[src/hdl/readout_pkg.sv]
// Functional notes
// - A read during acquisition shifts out the previously completed conversion result.
// - Strobe rise with select high starts conversion, picks select mode, floats output.
// - A started conversion runs to its end whatever the strobe does.
// - Conversion end enters acquisition; converter powers down when fast select is low.
// - 3-wire no-busy: strobe fall shows MSB, each clock fall shows next bit.
// - 3-wire no-busy: output floats at fourteenth clock fall or strobe rise.
// - Busy modes: output floats until conversion ends, unless select and strobe are both low.
// - Busy modes: while fast select is low, conversion end drives output low as the host's interrupt edge.
// - 3-wire busy: after low busy bit, MSB first; floats after fifteenth fall.
// - 4-wire busy: floats after fifteenth clock fall or select rise, whichever first.
// - Outside a readout, select and strobe both low drive the serial output low.
// - 4-wire no-busy: select fall shows MSB, later clock falls advance bits.
// - 4-wire no-busy: output floats after the fourteenth clock fall.
// - Strobe rise samples select: high picks select mode, low picks chained mode.
package readout_pkg;

  // ----------------------------------------
  // Sizes and timing
  // ----------------------------------------
  localparam int RESULT_BITS = 14;
  localparam int CLK_PERIOD_NS = 4;
  localparam int CONV_TIME_NORMAL_NS = 400;
  localparam int CONV_TIME_FAST_NS = 300;
  localparam logic [7:0] CONV_CYCLES_NORMAL =
    8'((CONV_TIME_NORMAL_NS + CLK_PERIOD_NS - 1) / CLK_PERIOD_NS);
  localparam logic [7:0] CONV_CYCLES_FAST =
    8'((CONV_TIME_FAST_NS + CLK_PERIOD_NS - 1) / CLK_PERIOD_NS);
  localparam logic [3:0] LAST_FALL_PLAIN = 4'hE;
  localparam logic [3:0] LAST_FALL_BUSY = 4'hF;

  // ----------------------------------------
  // Register map
  // ----------------------------------------
  localparam logic [7:0] OFS_INPUT_CODE = 8'h00;
  localparam logic [7:0] OFS_STATUS = 8'h04;
  localparam logic [7:0] OFS_LAST_RESULT = 8'h08;
  localparam logic [7:0] OFS_CONV_COUNT = 8'h0C;
  localparam logic [13:0] RST_INPUT_CODE = 14'h0000;
  localparam int STS_CONVERTING = 0;
  localparam int STS_READING = 1;
  localparam int STS_MODE_SELECT = 2;
  localparam int STS_BUSY_IND = 3;
  localparam int STS_FOUR_WIRE = 4;
  localparam int STS_POWERED_DOWN = 5;
  localparam int STS_BIT_COUNT_LSB = 8;

  // ----------------------------------------
  // Types
  // ----------------------------------------
  typedef struct packed {
    logic fast_select;
    logic serial_clock;
    logic serial_in_select;
    logic convert_strobe;
  } pins_t;

  typedef enum logic [1:0] {
    ST_ACQUIRE,
    ST_CONVERT,
    ST_READOUT
  } phase_t;

endpackage

[src/hdl/pin_sync.sv]
`timescale 1ns/1ps
`default_nettype none
module pin_sync #(
  parameter int W = 4
) (
  input wire logic clk,
  input wire logic rst_n,
  input wire logic [W-1:0] din,
  output logic [W-1:0] level,
  output logic [W-1:0] rise,
  output logic [W-1:0] fall
);

  // ----------------------------------------
  // Two-stage synchroniser plus edge stage
  // ----------------------------------------
  // First stage feeds only the second; edges use stages two and three
  genvar i;
  generate
    for (i = 0; i < W; i++) begin : g_bit
      logic meta;
      logic stable;
      logic prior;
      always_ff @(posedge clk or negedge rst_n) begin
        if (!rst_n) begin
          meta <= 1'b0;
          stable <= 1'b0;
          prior <= 1'b0;
        end else begin
          meta <= din[i];
          stable <= meta;
          prior <= stable;
        end
      end
      assign level[i] = stable;
      assign rise[i] = stable & ~prior;
      assign fall[i] = ~stable & prior;
    end
  endgenerate

endmodule // pin_sync
`default_nettype wire

[src/hdl/serial_readout.sv]
// The register addresses and the APB register port were left to the implementer.
`timescale 1ns/1ps
`default_nettype none
module serial_readout (
  input wire logic CLOCK,
  input wire logic RST_N,
  input wire logic CONVERT_STROBE,
  input wire logic SERIAL_IN_SELECT,
  input wire logic SERIAL_CLOCK,
  input wire logic FAST_SELECT,
  input wire logic PSEL,
  input wire logic PENABLE,
  input wire logic PWRITE,
  input wire logic [7:0] PADDR,
  input wire logic [31:0] PWDATA,
  output logic [31:0] PRDATA,
  output logic PREADY,
  output logic PSLVERR,
  output logic SERIAL_RESULT_OUT,
  output logic SERIAL_RESULT_OE,
  output logic CONVERTER_POWERED_DOWN
);
  import readout_pkg::*;

  // ----------------------------------------
  // Pin synchronisation
  // ----------------------------------------
  pins_t raw;
  pins_t lvl;
  pins_t rise;
  pins_t fall;

  assign raw = '{fast_select: FAST_SELECT, serial_clock: SERIAL_CLOCK,
                 serial_in_select: SERIAL_IN_SELECT, convert_strobe: CONVERT_STROBE};

  pin_sync #(.W(4)) u_sync (
    .clk(CLOCK),
    .rst_n(RST_N),
    .din(raw),
    .level(lvl),
    .rise(rise),
    .fall(fall)
  );

  // Picks one result bit; index counts down from the MSB
  function automatic logic bit_at(input logic [13:0] word, input logic [3:0] idx);
    bit_at = word[idx];
  endfunction

  // Register address decode shared by read and write paths
  function automatic logic mapped(input logic [7:0] addr);
    mapped = (addr == OFS_INPUT_CODE) || (addr == OFS_STATUS) ||
             (addr == OFS_LAST_RESULT) || (addr == OFS_CONV_COUNT);
  endfunction

  // ----------------------------------------
  // Conversion and readout state
  // ----------------------------------------
  phase_t st, next_st;
  logic [7:0] conv_cnt, next_conv_cnt;
  logic [13:0] sampled_code, next_sampled_code;
  logic [13:0] last_result, next_last_result;
  logic mode_cs, next_mode_cs;
  logic busy_ind, next_busy_ind;
  logic wire4, next_wire4;
  logic [3:0] bit_cnt, next_bit_cnt;
  logic dout, next_dout;
  logic oe, next_oe;
  logic pdown, next_pdown;
  logic [15:0] conv_count, next_conv_count;
  logic [13:0] input_code, next_input_code;
  logic both_low;
  logic conv_done;
  logic [3:0] falls;

  assign both_low = !lvl.convert_strobe && !lvl.serial_in_select;
  assign conv_done = (st == ST_CONVERT) && (conv_cnt == 8'h00);
  assign falls = bit_cnt + 4'h1;

  // Next phase, shift position and pin drive
  always_comb begin
    next_st = st;
    next_conv_cnt = conv_cnt;
    next_sampled_code = sampled_code;
    next_last_result = last_result;
    next_mode_cs = mode_cs;
    next_busy_ind = busy_ind;
    next_wire4 = wire4;
    next_bit_cnt = bit_cnt;
    next_dout = dout;
    next_oe = oe;
    next_pdown = pdown;
    next_conv_count = conv_count;
    unique case (st)
      ST_CONVERT: begin
        if (conv_done) begin
          // result of this conversion is read in the next acquisition
          next_last_result = sampled_code;
          // power down in normal rate only
          next_pdown = !lvl.fast_select;
          next_conv_count = conv_count + 16'h0001;
          next_st = ST_ACQUIRE;
          // low busy bit in select mode at normal rate when strobe or select low at end
          if (mode_cs && !lvl.fast_select && (!lvl.convert_strobe || !lvl.serial_in_select)) begin
            next_st = ST_READOUT;
            next_busy_ind = 1'b1;
            next_wire4 = lvl.convert_strobe;
            next_bit_cnt = 4'h0;
            next_oe = 1'b1;
            next_dout = 1'b0;
          end
        end else begin
          next_conv_cnt = conv_cnt - 8'h01;
        end
      end
      ST_ACQUIRE: begin
        if (mode_cs && fall.convert_strobe && lvl.serial_in_select) begin
          next_st = ST_READOUT;
          next_busy_ind = 1'b0;
          next_wire4 = 1'b0;
          next_bit_cnt = 4'h0;
          next_oe = 1'b1;
          next_dout = bit_at(last_result, 4'hD);
        end else if (mode_cs && fall.serial_in_select && lvl.convert_strobe) begin
          next_st = ST_READOUT;
          next_busy_ind = 1'b0;
          next_wire4 = 1'b1;
          next_bit_cnt = 4'h0;
          next_oe = 1'b1;
          next_dout = bit_at(last_result, 4'hD);
        end
      end
      ST_READOUT: begin
        // strobe rise ends plain 3-wire read; select rise ends 4-wire busy read
        if ((!wire4 && !busy_ind && rise.convert_strobe) ||
            (wire4 && busy_ind && rise.serial_in_select)) begin
          next_st = ST_ACQUIRE;
          next_oe = 1'b0;
        end else if (fall.serial_clock) begin
          next_bit_cnt = falls;
          // fourteenth fall floats; fifteenth fall floats in busy modes
          if (falls == (busy_ind ? LAST_FALL_BUSY : LAST_FALL_PLAIN)) begin
            next_st = ST_ACQUIRE;
            next_oe = 1'b0;
          end else begin
            next_dout = bit_at(last_result, (busy_ind ? 4'hE : 4'hD) - falls);
          end
        end
      end
    endcase
    // strobe rise starts conversion; select sampled for mode
    if (st != ST_CONVERT && rise.convert_strobe) begin
      next_st = ST_CONVERT;
      next_mode_cs = lvl.serial_in_select;
      next_sampled_code = input_code;
      next_conv_cnt = (lvl.fast_select ? CONV_CYCLES_FAST : CONV_CYCLES_NORMAL) - 8'h01;
      next_pdown = 1'b0;
    end
    // float outside a readout; both low drive low
    if (next_st != ST_READOUT) begin
      next_oe = both_low;
      next_dout = 1'b0;
    end
  end

  // Register the conversion state
  always_ff @(posedge CLOCK or negedge RST_N) begin
    if (!RST_N) begin
      st <= ST_ACQUIRE;
      conv_cnt <= 8'h00;
      sampled_code <= 14'h0000;
      last_result <= 14'h0000;
      mode_cs <= 1'b0;
      busy_ind <= 1'b0;
      wire4 <= 1'b0;
      bit_cnt <= 4'h0;
      dout <= 1'b0;
      oe <= 1'b0;
      pdown <= 1'b0;
      conv_count <= 16'h0000;
    end else begin
      st <= next_st;
      conv_cnt <= next_conv_cnt;
      sampled_code <= next_sampled_code;
      last_result <= next_last_result;
      mode_cs <= next_mode_cs;
      busy_ind <= next_busy_ind;
      wire4 <= next_wire4;
      bit_cnt <= next_bit_cnt;
      dout <= next_dout;
      oe <= next_oe;
      pdown <= next_pdown;
      conv_count <= next_conv_count;
    end
  end

  assign SERIAL_RESULT_OUT = dout;
  assign SERIAL_RESULT_OE = oe;
  assign CONVERTER_POWERED_DOWN = pdown;

  // ----------------------------------------
  // APB slave
  // ----------------------------------------
  logic [31:0] prdata, next_prdata;
  logic pready, next_pready;
  logic pslverr, next_pslverr;
  logic [31:0] status_word;

  always_comb begin
    status_word = 32'h0000_0000;
    status_word[STS_CONVERTING] = (st == ST_CONVERT);
    status_word[STS_READING] = (st == ST_READOUT);
    status_word[STS_MODE_SELECT] = mode_cs;
    status_word[STS_BUSY_IND] = busy_ind;
    status_word[STS_FOUR_WIRE] = wire4;
    status_word[STS_POWERED_DOWN] = pdown;
    status_word[STS_BIT_COUNT_LSB +: 4] = bit_cnt;
  end

  // Answer is registered, so every access takes one cycle of pready
  always_comb begin
    next_pready = PSEL && !PENABLE && !pready;
    next_pslverr = 1'b0;
    next_prdata = prdata;
    next_input_code = input_code;
    if (PSEL && !PENABLE) begin
      next_pslverr = !mapped(PADDR);
      next_prdata = 32'h0000_0000;
      if (!PWRITE) begin
        unique case (PADDR)
          OFS_INPUT_CODE: next_prdata = {18'h00000, input_code};
          OFS_STATUS: next_prdata = status_word;
          OFS_LAST_RESULT: next_prdata = {18'h00000, last_result};
          OFS_CONV_COUNT: next_prdata = {16'h0000, conv_count};
          default: next_prdata = 32'h0000_0000;
        endcase
      end
    end
    // Write lands on the completing edge only
    if (PSEL && PENABLE && pready && PWRITE && PADDR == OFS_INPUT_CODE) begin
      next_input_code = PWDATA[13:0];
    end
  end

  always_ff @(posedge CLOCK or negedge RST_N) begin
    if (!RST_N) begin
      prdata <= 32'h0000_0000;
      pready <= 1'b0;
      pslverr <= 1'b0;
      input_code <= RST_INPUT_CODE;
    end else begin
      prdata <= next_prdata;
      pready <= next_pready;
      pslverr <= next_pslverr;
      input_code <= next_input_code;
    end
  end

  assign PRDATA = prdata;
  assign PREADY = pready;
  assign PSLVERR = pslverr;
endmodule // serial_readout
`default_nettype wire

[config.mk]
export PLATFORM = sky130hd
export DESIGN_NAME = serial_readout
export DESIGN_NICKNAME = d
export VERILOG_FILES = /design/src/hdl/readout_pkg.sv /design/src/hdl/pin_sync.sv /design/src/hdl/serial_readout.sv
export SDC_FILE = /design/constraint.sdc
export NUM_CORES = 1
export LEC_CHECK = 0
export BUFFER_PORTS_ARGS = -buffer_cell sky130_fd_sc_hd__buf_2
export CAP_MARGIN = 40
export CORE_AREA = 2 2 115 117
export CTS_CLUSTER_DIAMETER = 50
export DETAILED_ROUTE_END_ITERATION = 12
export DIE_AREA = 0 0 117 119
export PLACE_DENSITY = 0.69
export SYNTH_ARGS = -nofsm -noshare
export SYNTH_HDL_FRONTEND = slang
export SYNTH_SLANG_ARGS = --single-unit
[constraint.sdc]
create_clock -name CLOCK -period 2.8 [get_ports CLOCK]
set_input_delay 0.14 -clock CLOCK [delete_from_list [all_inputs] [get_ports CLOCK]]
set_output_delay 0.14 -clock CLOCK [all_outputs]
set_load 0.02 [all_outputs]
==> summary.txt, run 1 <==
Route
  • Via density per instance: 4.90
  • Via count: 3464
  • DR WL/cell: 14.8 µm
  • Final wirelength: 10500 µm
  • DR pass1 iterations: 5
  • DRC: 0
  • Iter 0 DRT Violations: 216
  • Routed Antenna Nets: 0

Power
  • Final Power: 3670 µW
  • Power density over cell area: 638 nW/µm²
  • Max IR drop VDD: 0.000311 V
  • Leakage: 0.00284 µW

STA
  • Max Clock Skew: 0.00846 ns
  • Fin. max-slew vios: 0
  • Final min period: 2.60 ns
  • Setup ws final: 0.196 ns
  • RSZ-0062 raised after global routing: false
  • Tightest Pin Transition: 0.717 ns
  • Sum Neg Setup Slack: 0 ns
  • Final Hold Vio Count: 0
  • Max Freq: 384 MHz
  • Tcrit/Tclk final: 93.0%
  • Setup Viol. Count Final: 0
  • Worst slew margin: 52.2%

Synth
  • Synth cell types: 48
  • Number of synthesized flops with an enable pin: 0
  • Post-synth ARST share: 100%
  • XOR/XNOR Fraction of Synth Area: 4.07%
  • Syn_area_per_cell: 10.6 µm²
  • Synth Area in Compound Gates: 5.92%
  • Netlist area before placement: 4950 µm²
  • Most frequent cell after synthesis: nand2_1
  • Synth Warn #: 0
  • Syn Inst Count: 468
  • Top cells by count, synth: nand2_1 (132), dfrtp_1 (107), nor2_1 (22), mux2_2 (20), o21ai_0 (20)
  • Synth top area share: 54.1%
  • Top cell type by total area after synthesis: dfrtp_1
  • Mux contribution to synthesized area: 11.3%
  • Largest family of logic cells by synthesized area: simple AND/OR/NAND/NOR gates
  • Post-Synth Adder-Cell Area: 1.67%
  • Top area cells in the synthesized netlist: dfrtp_1 (54%), nand2_1 (10%), mux4_2 (5.9%), mux2_2 (4.6%), xnor2_1 (2.7%)
  • Simple-gate area share of the yosys netlist: 18.4%
  • Seq cells post-synth: 107
  • Main synth FF type: dfrtp_1
  • Sequential area share after synthesis: 54.1%

Hold path
  • Hold crit path type: in -> reg

Layout
  • ANT cells: 0
  • Area added between synthesis and finish: 16.2%
  • Multi-input gate area: 2110 µm²
  • Layout Nets: 581
  • Layout cells sized above 1: 21.5%
  • Register area: 2680 µm²
  • Filler instances: 1207

Place
  • Hpwl dp: 7540 µm
  • GP Congestion: 0.846
  • Port-buffer cells: 51
  • Pre-CTS setup slack: 0.202 ns

GRT
  • Met1 usage: 21.3%
  • Met2 usage: 26.9%
  • Vias in the first global route: 3549
  • Total Routing Usage GR: 16.4%
  • First-pass GRT wire length: 17600 µm
  • Initial antenna violation count: 0
  • Gr busiest metal: met2
  • GRT met3 Usage: 3.61%
  • Remaining global-route overflow: 0
  • Largest net degree at the start of global routing: 57

Floorplanning
  • Die height: 119 µm
  • Num rows: 42
  • Initial Util: 38.4%
  • Core ar.: 12900 µm²
  • Ports: 86
  • Die area: 13900 µm²
  • Chip width: 117 µm

Setup path
  • Critical path arrival: 2.82 ns
  • Critical path endpoint category: register
  • Kind of critical path: reg -> reg
  • Worst-path fanout max: 6
  • Req. time, crit path: 3.02 ns
  • Worst Setup Start Kind: register

Clock tree
  • Post-cts resize count: 0
  • Root Driver: clkbuf_16
  • Clock Latency Late Sink: 0.34 ns
  • TritonCTS sink count: 107
  • Post-cts hold buffer count: 5
  • Post-CTS Setup Bufs: 0
  • CTS tree: done
  • Clock Tree Buf Depth: 2
  • Inserted Clock Buffers: 9
  • Htree depth: 3
  • CTS clock-pin slew for the worst setup and hold paths: 0.07 ns

Status
  • Result of the run: complete, no violations

Job
  • MaxCap Viol Count: 0
-- cells by family after synthesis --
family                     after synthesis
and+or+nand+nor                        205
DFF                                    107
AOI/OAI and AO/OA                       46
buffers and inverters                   43
muxes                                   37
xor gates and xnor gates                23
adders and majority gates                6
other                                    1
-- registers in the layout, summed over array words and instances, names as in the netlist, 2 cells and up --
name	cells
input_code	14
u_sync.g_bit.meta	4
u_sync.g_bit.stable	4
st	2
PRDATA	16
sampled_code	14
conv_cnt	8
bit_cnt	4
conv_count	16
last_result	14
u_sync.g_bit.prior	3
-- area by class of cell --
class,count,area share [%]
clock buffers,13,4.53
well taps,176,3.83
repair buffers,67,7.07
inverters,8,0.522
flip-flops and latches,107,46.6
multi-input cells,333,36.7
clock inverters,3,0.762
-- layout by cell type, fill, tap and decap left out, types with 7 or more instances in the layout --
cell and n:
clkbuf_16 9, o21ai_0 20, nand2_1 132, xor2_1 8, inv_1 8, xnor2_1 15, buf_2 50, conb_1 16
buf_4 10, nor2_1 22, dfrtp_1 107, mux4_2 13, nor2b_1 8, mux2_2 20, nand4_1 7
-- stage by stage --
stage / std cells / hold WS (ns) / instance area (µm²) / util (%)
after CTS: 707 / 0.0118 / 5750 / 44.7
after detailed placement: 686 / 0.223 / 5400 / 41.9
final: 707 / 0.0248 / 5750 / 44.7
after global placement: 685 / 0.215 / 5380 / 41.8
after floorplan: 483 / -0.156 / 5000 / -
after global routing: 707 / 0.0128 / 5750 / 44.7
-- final timing paths --
| check | from | to | slack [ns] | cells past startpoint |
|---|---|---|---|---|
| max | conv_cnt[0]$_DFFE_PN0P_ | SERIAL_RESULT_OE$_DFFE_PN0P_ | 0.20 | 8 |
| min in group asynchronous | RST_N | conv_cnt[7]$_DFFE_PN0P_ | 0.39 | 2 |
| min | PWDATA[12] | input_code[12]$_DFFE_PN0P_ | 0.02 | 2 |
| max in group asynchronous | RST_N | conv_count[7]$_DFFE_PN0P_ | 1.68 | 3 |
| max reg2reg | conv_cnt[0]$_DFFE_PN0P_ | SERIAL_RESULT_OE$_DFFE_PN0P_ | 0.20 | 8 |
| min reg2reg | u_sync.g_bit[3].meta$_DFF_PN0_ | u_sync.g_bit[3].stable$_DFF_PN0_ | 0.35 | 0 |
-- critical path: stages (launching register included) --
cell,delay [ns]
dfrtp_1,0.38
inv_1,0.12
ha_1,0.19
or3b_1,0.44
o21a_1,0.27
or3_4,0.42
a211oi_2,0.17
and2b_1,0.18
mux2_1,0.32
-- power breakdown --
part | switching, µW | leakage [µW] | internal, µW
Sequential | 130 | 0.00144 | 1670
Clock | 527 | 0.000150 | 745
Combinational | 344 | 0.00125 | 260
Total | 1000 | 0.00284 | 2670
-- metal layers --
metal	routed length [µm]	part of all wire, %
met1	4770	46
met2	5030	48
met3	487	4.7
met4	184	1.8
met5	0	0
Power figures use the tool's default switching activity.
==> inputs of run 2 (changes only) <==
--- a/config.mk
+++ b/config.mk
@@ -6,12 +6,12 @@
 export NUM_CORES = 1
 export LEC_CHECK = 0
 export BUFFER_PORTS_ARGS = -buffer_cell sky130_fd_sc_hd__buf_2
-export CAP_MARGIN = 40
 export CORE_AREA = 2 2 115 117
 export CTS_CLUSTER_DIAMETER = 50
 export DETAILED_ROUTE_END_ITERATION = 12
 export DIE_AREA = 0 0 117 119
 export PLACE_DENSITY = 0.69
+export RECOVER_POWER = 50
 export SYNTH_ARGS = -nofsm -noshare
 export SYNTH_HDL_FRONTEND = slang
 export SYNTH_SLANG_ARGS = --single-unit
==> run 2 against run 1 <==
  * Hold slack got worse by 0.0036 ns
  * Final cell count is 0.14% lower
  * First-iteration DRC count rose by 3.7%
  * Core utilization is 0.41 points lower
  * Register-to-register slack worse by 0.02 ns
  * Setup slack got worse by 0.017 ns
  * Power barely moved
  * Die area unchanged
  * Clock-buffer cell count unchanged
  * Critical path type unchanged
  * Highest routed layer unchanged
==> summary.txt, run 2 (synthesis gave the netlist of run 1 again) <==
Power
  • Leakage: 0.00274 µW
  • Max IR drop VDD: 0.000306 V
  • Power density over cell area: 645 nW/µm²

Setup path
  • R2R Path Start: conv_cnt[0]$_DFFE_PN0P_
  • CP cell instances: inv_1 > ha_1 > or3b_1 > o21a_1 > or3_4 > a211oi_2 > and2b_1 > mux2_1
  • Worst Setup Start Kind: register
  • Max incr delay on CP: 0.44 ns
  • Worst-path fanout max: 6
  • Worst r2r dst: SERIAL_RESULT_OE$_DFFE_PN0P_
  • Reg-to-reg slack, setup: 0.18 ns
  • FF-to-FF path depth: 8
  • Kind of critical path: reg -> reg
  • Critical path arrival: 2.84 ns
  • Critical path endpoint category: register
  • Req. time, crit path: 3.02 ns
  • Slowest stage cell, crit path: or3b_1

Clock tree
  • CTS tree: done
  • Root Driver: clkbuf_16
  • Clock Tree Buf Depth: 2
  • CTS clock-pin slew for the worst setup and hold paths: 0.07 ns
  • Inserted Clock Buffers: 9
  • Post-cts resize count: 0
  • Post-CTS Setup Bufs: 0
  • TritonCTS sink count: 107
  • Clock Latency Late Sink: 0.35 ns
  • Htree depth: 3

Job
  • MaxCap Viol Count: 0

STA
  • Tcrit/Tclk final: 93.6%
  • RSZ-0062 raised after global routing: false
  • Final Hold Vio Count: 0
  • Max Clock Skew: 0.00956 ns
  • Setup Viol. Count Final: 0
  • Max Freq: 382 MHz
  • Worst slew margin: 14.9%
  • Sum Neg Setup Slack: 0 ns
  • Final min period: 2.62 ns
  • Tightest Pin Transition: 1.28 ns
  • Fin. max-slew vios: 0

Layout
  • Area added between synthesis and finish: 15.1%
  • Final Instance Count excl. Fillers: 706
  • Layout Nets: 580
  • Layout cells sized above 1: 17.4%
  • ANT cells: 0
  • Commonest cells after routing, fill and taps aside: nand2_1 (132), dfrtp_1 (107), buf_2 (29)
  • Commonest non-fill, non-tap cell in the layout: nand2_1

Place
  • Cell count after placement: 685
  • GP Congestion: 0.846
  • Port-buffer cells: 51
  • Hpwl dp: 7490 µm

Floorplanning
  • Core ar.: 12900 µm²
  • Chip width: 117 µm
  • Die area: 13900 µm²
  • Initial Util: 38.4%
  • Ports: 86
  • Num rows: 42
  • Die height: 119 µm

Route
  • DR pass1 iterations: 5
  • Via density per instance: 4.96
  • Final wirelength: 10500 µm
  • DR WL/cell: 14.9 µm
  • Iter 0 DRT Violations: 224
  • DRC: 0
  • Via count: 3499
  • Routed Antenna Nets: 0

Status
  • Result of the run: complete, no violations

GRT
  • Total Routing Usage GR: 16.1%
  • Vias in the first global route: 3516
  • First-pass GRT wire length: 17400 µm
  • Largest net degree at the start of global routing: 57
  • Initial antenna violation count: 0
  • Remaining global-route overflow: 0

Hold path
  • Hold crit path type: in -> reg
  • Hold wc startpoint: PWDATA[1]
  • Worst hold endpoint: input_code[1]$_DFFE_PN0P_
  • Hold Path Depth: 2
-- run 2: cell count changes in the layout (fill, tap and decap cells not counted) --
cell | before | now
buf_2 | 50 | 29
clkbuf_1 | 2 | 23
buf_12 | 1 | 0
buf_4 | 10 | 9
buf_6 | 1 | 0
clkbuf_2 | 0 | 1
clkbuf_4 | 0 | 1
-- run 2: timing repair --
action,in CTS,in global routing
hold buffers,5,0
hold endpoints to repair,55,0
endpoints found under the setup margin,0,0
-- run 2: how the worst max path moves through the flow --
stage | from | endpoint | slack [ns] | depth (start not counted)
after CTS | conv_cnt[0]$_DFFE_PN0P_ | SERIAL_RESULT_OE$_DFFE_PN0P_ | 0.18 | 8
final | conv_cnt[0]$_DFFE_PN0P_ | SERIAL_RESULT_OE$_DFFE_PN0P_ | 0.18 | 8
after global placement | conv_cnt[0]$_DFFE_PN0P_ | SERIAL_RESULT_OE$_DFFE_PN0P_ | 0.28 | 8
after global routing | conv_cnt[0]$_DFFE_PN0P_ | SERIAL_RESULT_OE$_DFFE_PN0P_ | 0.09 | 8
after floorplan | conv_cnt[0]$_DFFE_PN0P_ | SERIAL_RESULT_OE$_DFFE_PN0P_ | 0.35 | 9
after detailed placement | conv_cnt[0]$_DFFE_PN0P_ | SERIAL_RESULT_OE$_DFFE_PN0P_ | 0.21 | 8
-- run 2: per-layer routing --
layer  part of all wire [%]  vias to the layer above  track usage (%)
met1                     44                     1706             21.1
met3                    5.6                       15             4.02
li1                       -                     1660                -
met2                     48                      118             25.9
met4                    1.9                        0             5.59
met5                      0                        -                0
-- run 2: report_power, final --
| part | internal [µW] | switching, µW |
|---|---|---|
| Sequential | 1670 | 130 |
| Combinational | 254 | 346 |
| Clock | 745 | 534 |
-- run 2: metrics by stage --
step                      total power, µW  hold slack [ns]  instance area (µm²)  util, %  worst slack [ns]
final                                3670           0.0212                 5700     44.2             0.179
after global routing                 3860           0.0125                 5700     44.2            0.0866
after CTS                            3710           0.0137                 5740     44.6             0.182
after detailed placement             2420            0.223                 5380     41.8             0.206
after global placement               2380            0.215                 5380     41.8             0.284
after floorplan                      2240           -0.156                 5000        -             0.349
-- run 2: worst max-delay path: cells and delay by family, from the launching register on --
kind | cells | cell delay (ns)
flip-flops | 1 | 0.38
buffers and inverters | 1 | 0.12
AND/OR/NAND/NOR | 3 | 1.04
multiplexers | 1 | 0.32
adder cells (fa/ha/maj) | 1 | 0.19
AO/OA/AOI/OAI | 2 | 0.46
-- run 2: final cells by class --
cell class	instances	area, µm²
repair buffers	66	354
inverters	8	30.0
flip-flops and latches	107	2680
clock inverters	3	43.8
well taps	176	220
multi-input cells	333	2110
fillers	1223	7180
clock buffers	13	260
==> inputs of run 3 (changes only) <==
--- a/config.mk
+++ b/config.mk
@@ -10,6 +10,7 @@
 export CTS_CLUSTER_DIAMETER = 50
 export DETAILED_ROUTE_END_ITERATION = 12
 export DIE_AREA = 0 0 117 119
+export HOLD_SLACK_MARGIN = 0.1
 export PLACE_DENSITY = 0.69
 export RECOVER_POWER = 50
 export SYNTH_ARGS = -nofsm -noshare
==> run 3 against run 2 <==
  * Register-to-register slack about the same
  * Routed wire length increased by 0.16%
  * Design area grew 2.8%
  * Largest power group unchanged
==> summary.txt, run 3 (synthesis gave the netlist of run 1 again) <==
Route
  • Routed Antenna Nets: 0
  • WL met1: 4790 µm
  • Iter 0 DRT Violations: 236
  • Final wirelength: 10500 µm
  • DR WL/cell: 14.6 µm
  • Top routing layer in use: met4
  • DR pass1 iterations: 4
  • Via density per instance: 4.89
  • DRC: 0
  • Met2 routed WL: 5020 µm
  • Via count: 3530
  • Met3 wire length: 510 µm

Setup path
  • Slowest stage cell, crit path: or3b_1
  • Worst Setup Start Kind: register
  • Max incr delay on CP: 0.44 ns
  • Req. time, crit path: 3.01 ns
  • Critical path endpoint category: register
  • Kind of critical path: reg -> reg
  • Crit path buffers/inverters: 1
  • Worst-path fanout max: 6
  • CP cell instances: inv_1 > ha_1 > or3b_1 > o21a_1 > or3_4 > a211oi_2 > and2b_1 > mux2_1
  • Critical path arrival: 2.83 ns
  • Cell family with most CP delay: simple AND/OR/NAND/NOR gates

Clock tree
  • TritonCTS sink count: 107
  • Htree depth: 3
  • Clock Latency Late Sink: 0.34 ns
  • Clock Tree Buf Depth: 2
  • CTS tree: done
  • Inserted Clock Buffers: 9
  • Post-CTS Setup Bufs: 0
  • Root Driver: clkbuf_16
  • CTS clock-pin slew for the worst setup and hold paths: 0.07 ns

Place
  • Port-buffer cells: 51
  • GP Congestion: 0.846
  • Post-DP Area: 5380 µm²
  • Hpwl dp: 7490 µm
  • Pre-CTS setup slack: 0.206 ns

Job
  • MaxCap Viol Count: 0

Layout
  • ANT cells: 0
  • Filler instances: 1211
  • Commonest non-fill, non-tap cell in the layout: nand2_1
  • Commonest cells after routing, fill and taps aside: nand2_1 (132), dfrtp_1 (107), buf_2 (29)
  • Core Util, Final: 45.5%
  • Layout Nets: 596
  • Area added between synthesis and finish: 18.4%
  • Layout cells sized above 1: 16.8%
  • Design area: 5860 µm²

STA
  • RSZ-0062 raised after global routing: false
  • Final Hold Vio Count: 0
  • Setup Viol. Count Final: 0
  • Tightest Pin Transition: 1.27 ns
  • Max Freq: 382 MHz
  • Max Clock Skew: 0.00963 ns
  • Sum Neg Setup Slack: 0 ns
  • Hold slack: 0.222 ns
  • Final min period: 2.62 ns
  • Tcrit/Tclk final: 93.6%
  • Fin. max-slew vios: 0
  • Worst slew margin: 15.2%
  • Setup ws final: 0.180 ns

Power
  • Leakage: 0.00281 µW
  • Max IR drop VDD: 0.000305 V
  • Power density over cell area: 628 nW/µm²

GRT
  • First-pass GRT wire length: 17500 µm
  • Remaining global-route overflow: 0
  • Vias in the first global route: 3558
  • Largest net degree at the start of global routing: 57
  • Total Routing Usage GR: 16.2%
  • Initial antenna violation count: 0

Floorplanning
  • Num rows: 42
  • Die height: 119 µm
  • Chip width: 117 µm
  • Ports: 86
  • Initial Util: 38.4%
  • Die area: 13900 µm²
  • Core ar.: 12900 µm²

Hold path
  • Hold crit path type: in -> reg

Status
  • Result of the run: complete, no violations
==> run 3: routing by layer <==
layer	global-route usage (%)	vias to the layer above
met5	0	-
met4	5.59	0
met3	3.92	15
met2	26.1	104
met1	21.2	1718
li1	-	1693
==> run 3: tightest hold or removal path: stages <==
cell and delay (ns):
buf_2 0.11, nand2b_1 0.18, o31ai_1 0.09
==> run 3: timing repair <==
action / in CTS / in global routing
endpoints found under the hold margin: 70 / 0
hold buffers: 21 / 0
endpoints found under the setup margin: 0 / 0
gates resized for setup: 0 / 0
==> run 3: report_power, final <==
group / internal, µW / leakage, µW / switching (µW)
logic: 267 / 0.00122 / 347
registers: 1670 / 0.00144 / 130
clock network: 745 / 0.000150 / 523
==> run 3: final timing paths <==
kind / from / end / cells past startpoint / slack, ns
max in group asynchronous: RST_N / conv_count[7]$_DFFE_PN0P_ / 3 / 0.68
min in group asynchronous: RST_N / conv_cnt[4]$_DFFE_PN0P_ / 2 / 0.62
min reg2reg: u_sync.g_bit[3].meta$_DFF_PN0_ / u_sync.g_bit[3].stable$_DFF_PN0_ / 0 / 0.35
max: conv_cnt[0]$_DFFE_PN0P_ / SERIAL_RESULT_OE$_DFFE_PN0P_ / 8 / 0.18
min: PWRITE / PRDATA[12]$_DFFE_PN0P_ / 3 / 0.22
max reg2reg: conv_cnt[0]$_DFFE_PN0P_ / SERIAL_RESULT_OE$_DFFE_PN0P_ / 8 / 0.18
==> run 3: layout make-up <==
| type | count | area (µm²) | share of cell area [%] |
|---|---|---|---|
| multi-input cells | 333 | 2110 | 36.0 |
| clock buffers | 13 | 260 | 4.44 |
| flip-flops and latches | 107 | 2680 | 45.7 |
| well taps | 176 | 220 | 3.76 |
| clock inverters | 3 | 43.8 | 0.748 |
| repair buffers | 82 | 514 | 8.78 |
| inverters | 8 | 30.0 | 0.513 |
==> run 3: metrics by stage <==
| step | std cells | power, µW |
|---|---|---|
| 4_1_cts | 722 | 3720 |
| 5_1_grt | 722 | 3880 |
| 3_5_place_dp | 685 | 2420 |
| 2_1_floorplan | 483 | 2240 |
| 6_report | 722 | 3680 |
| 3_3_place_gp | 685 | 2380 |
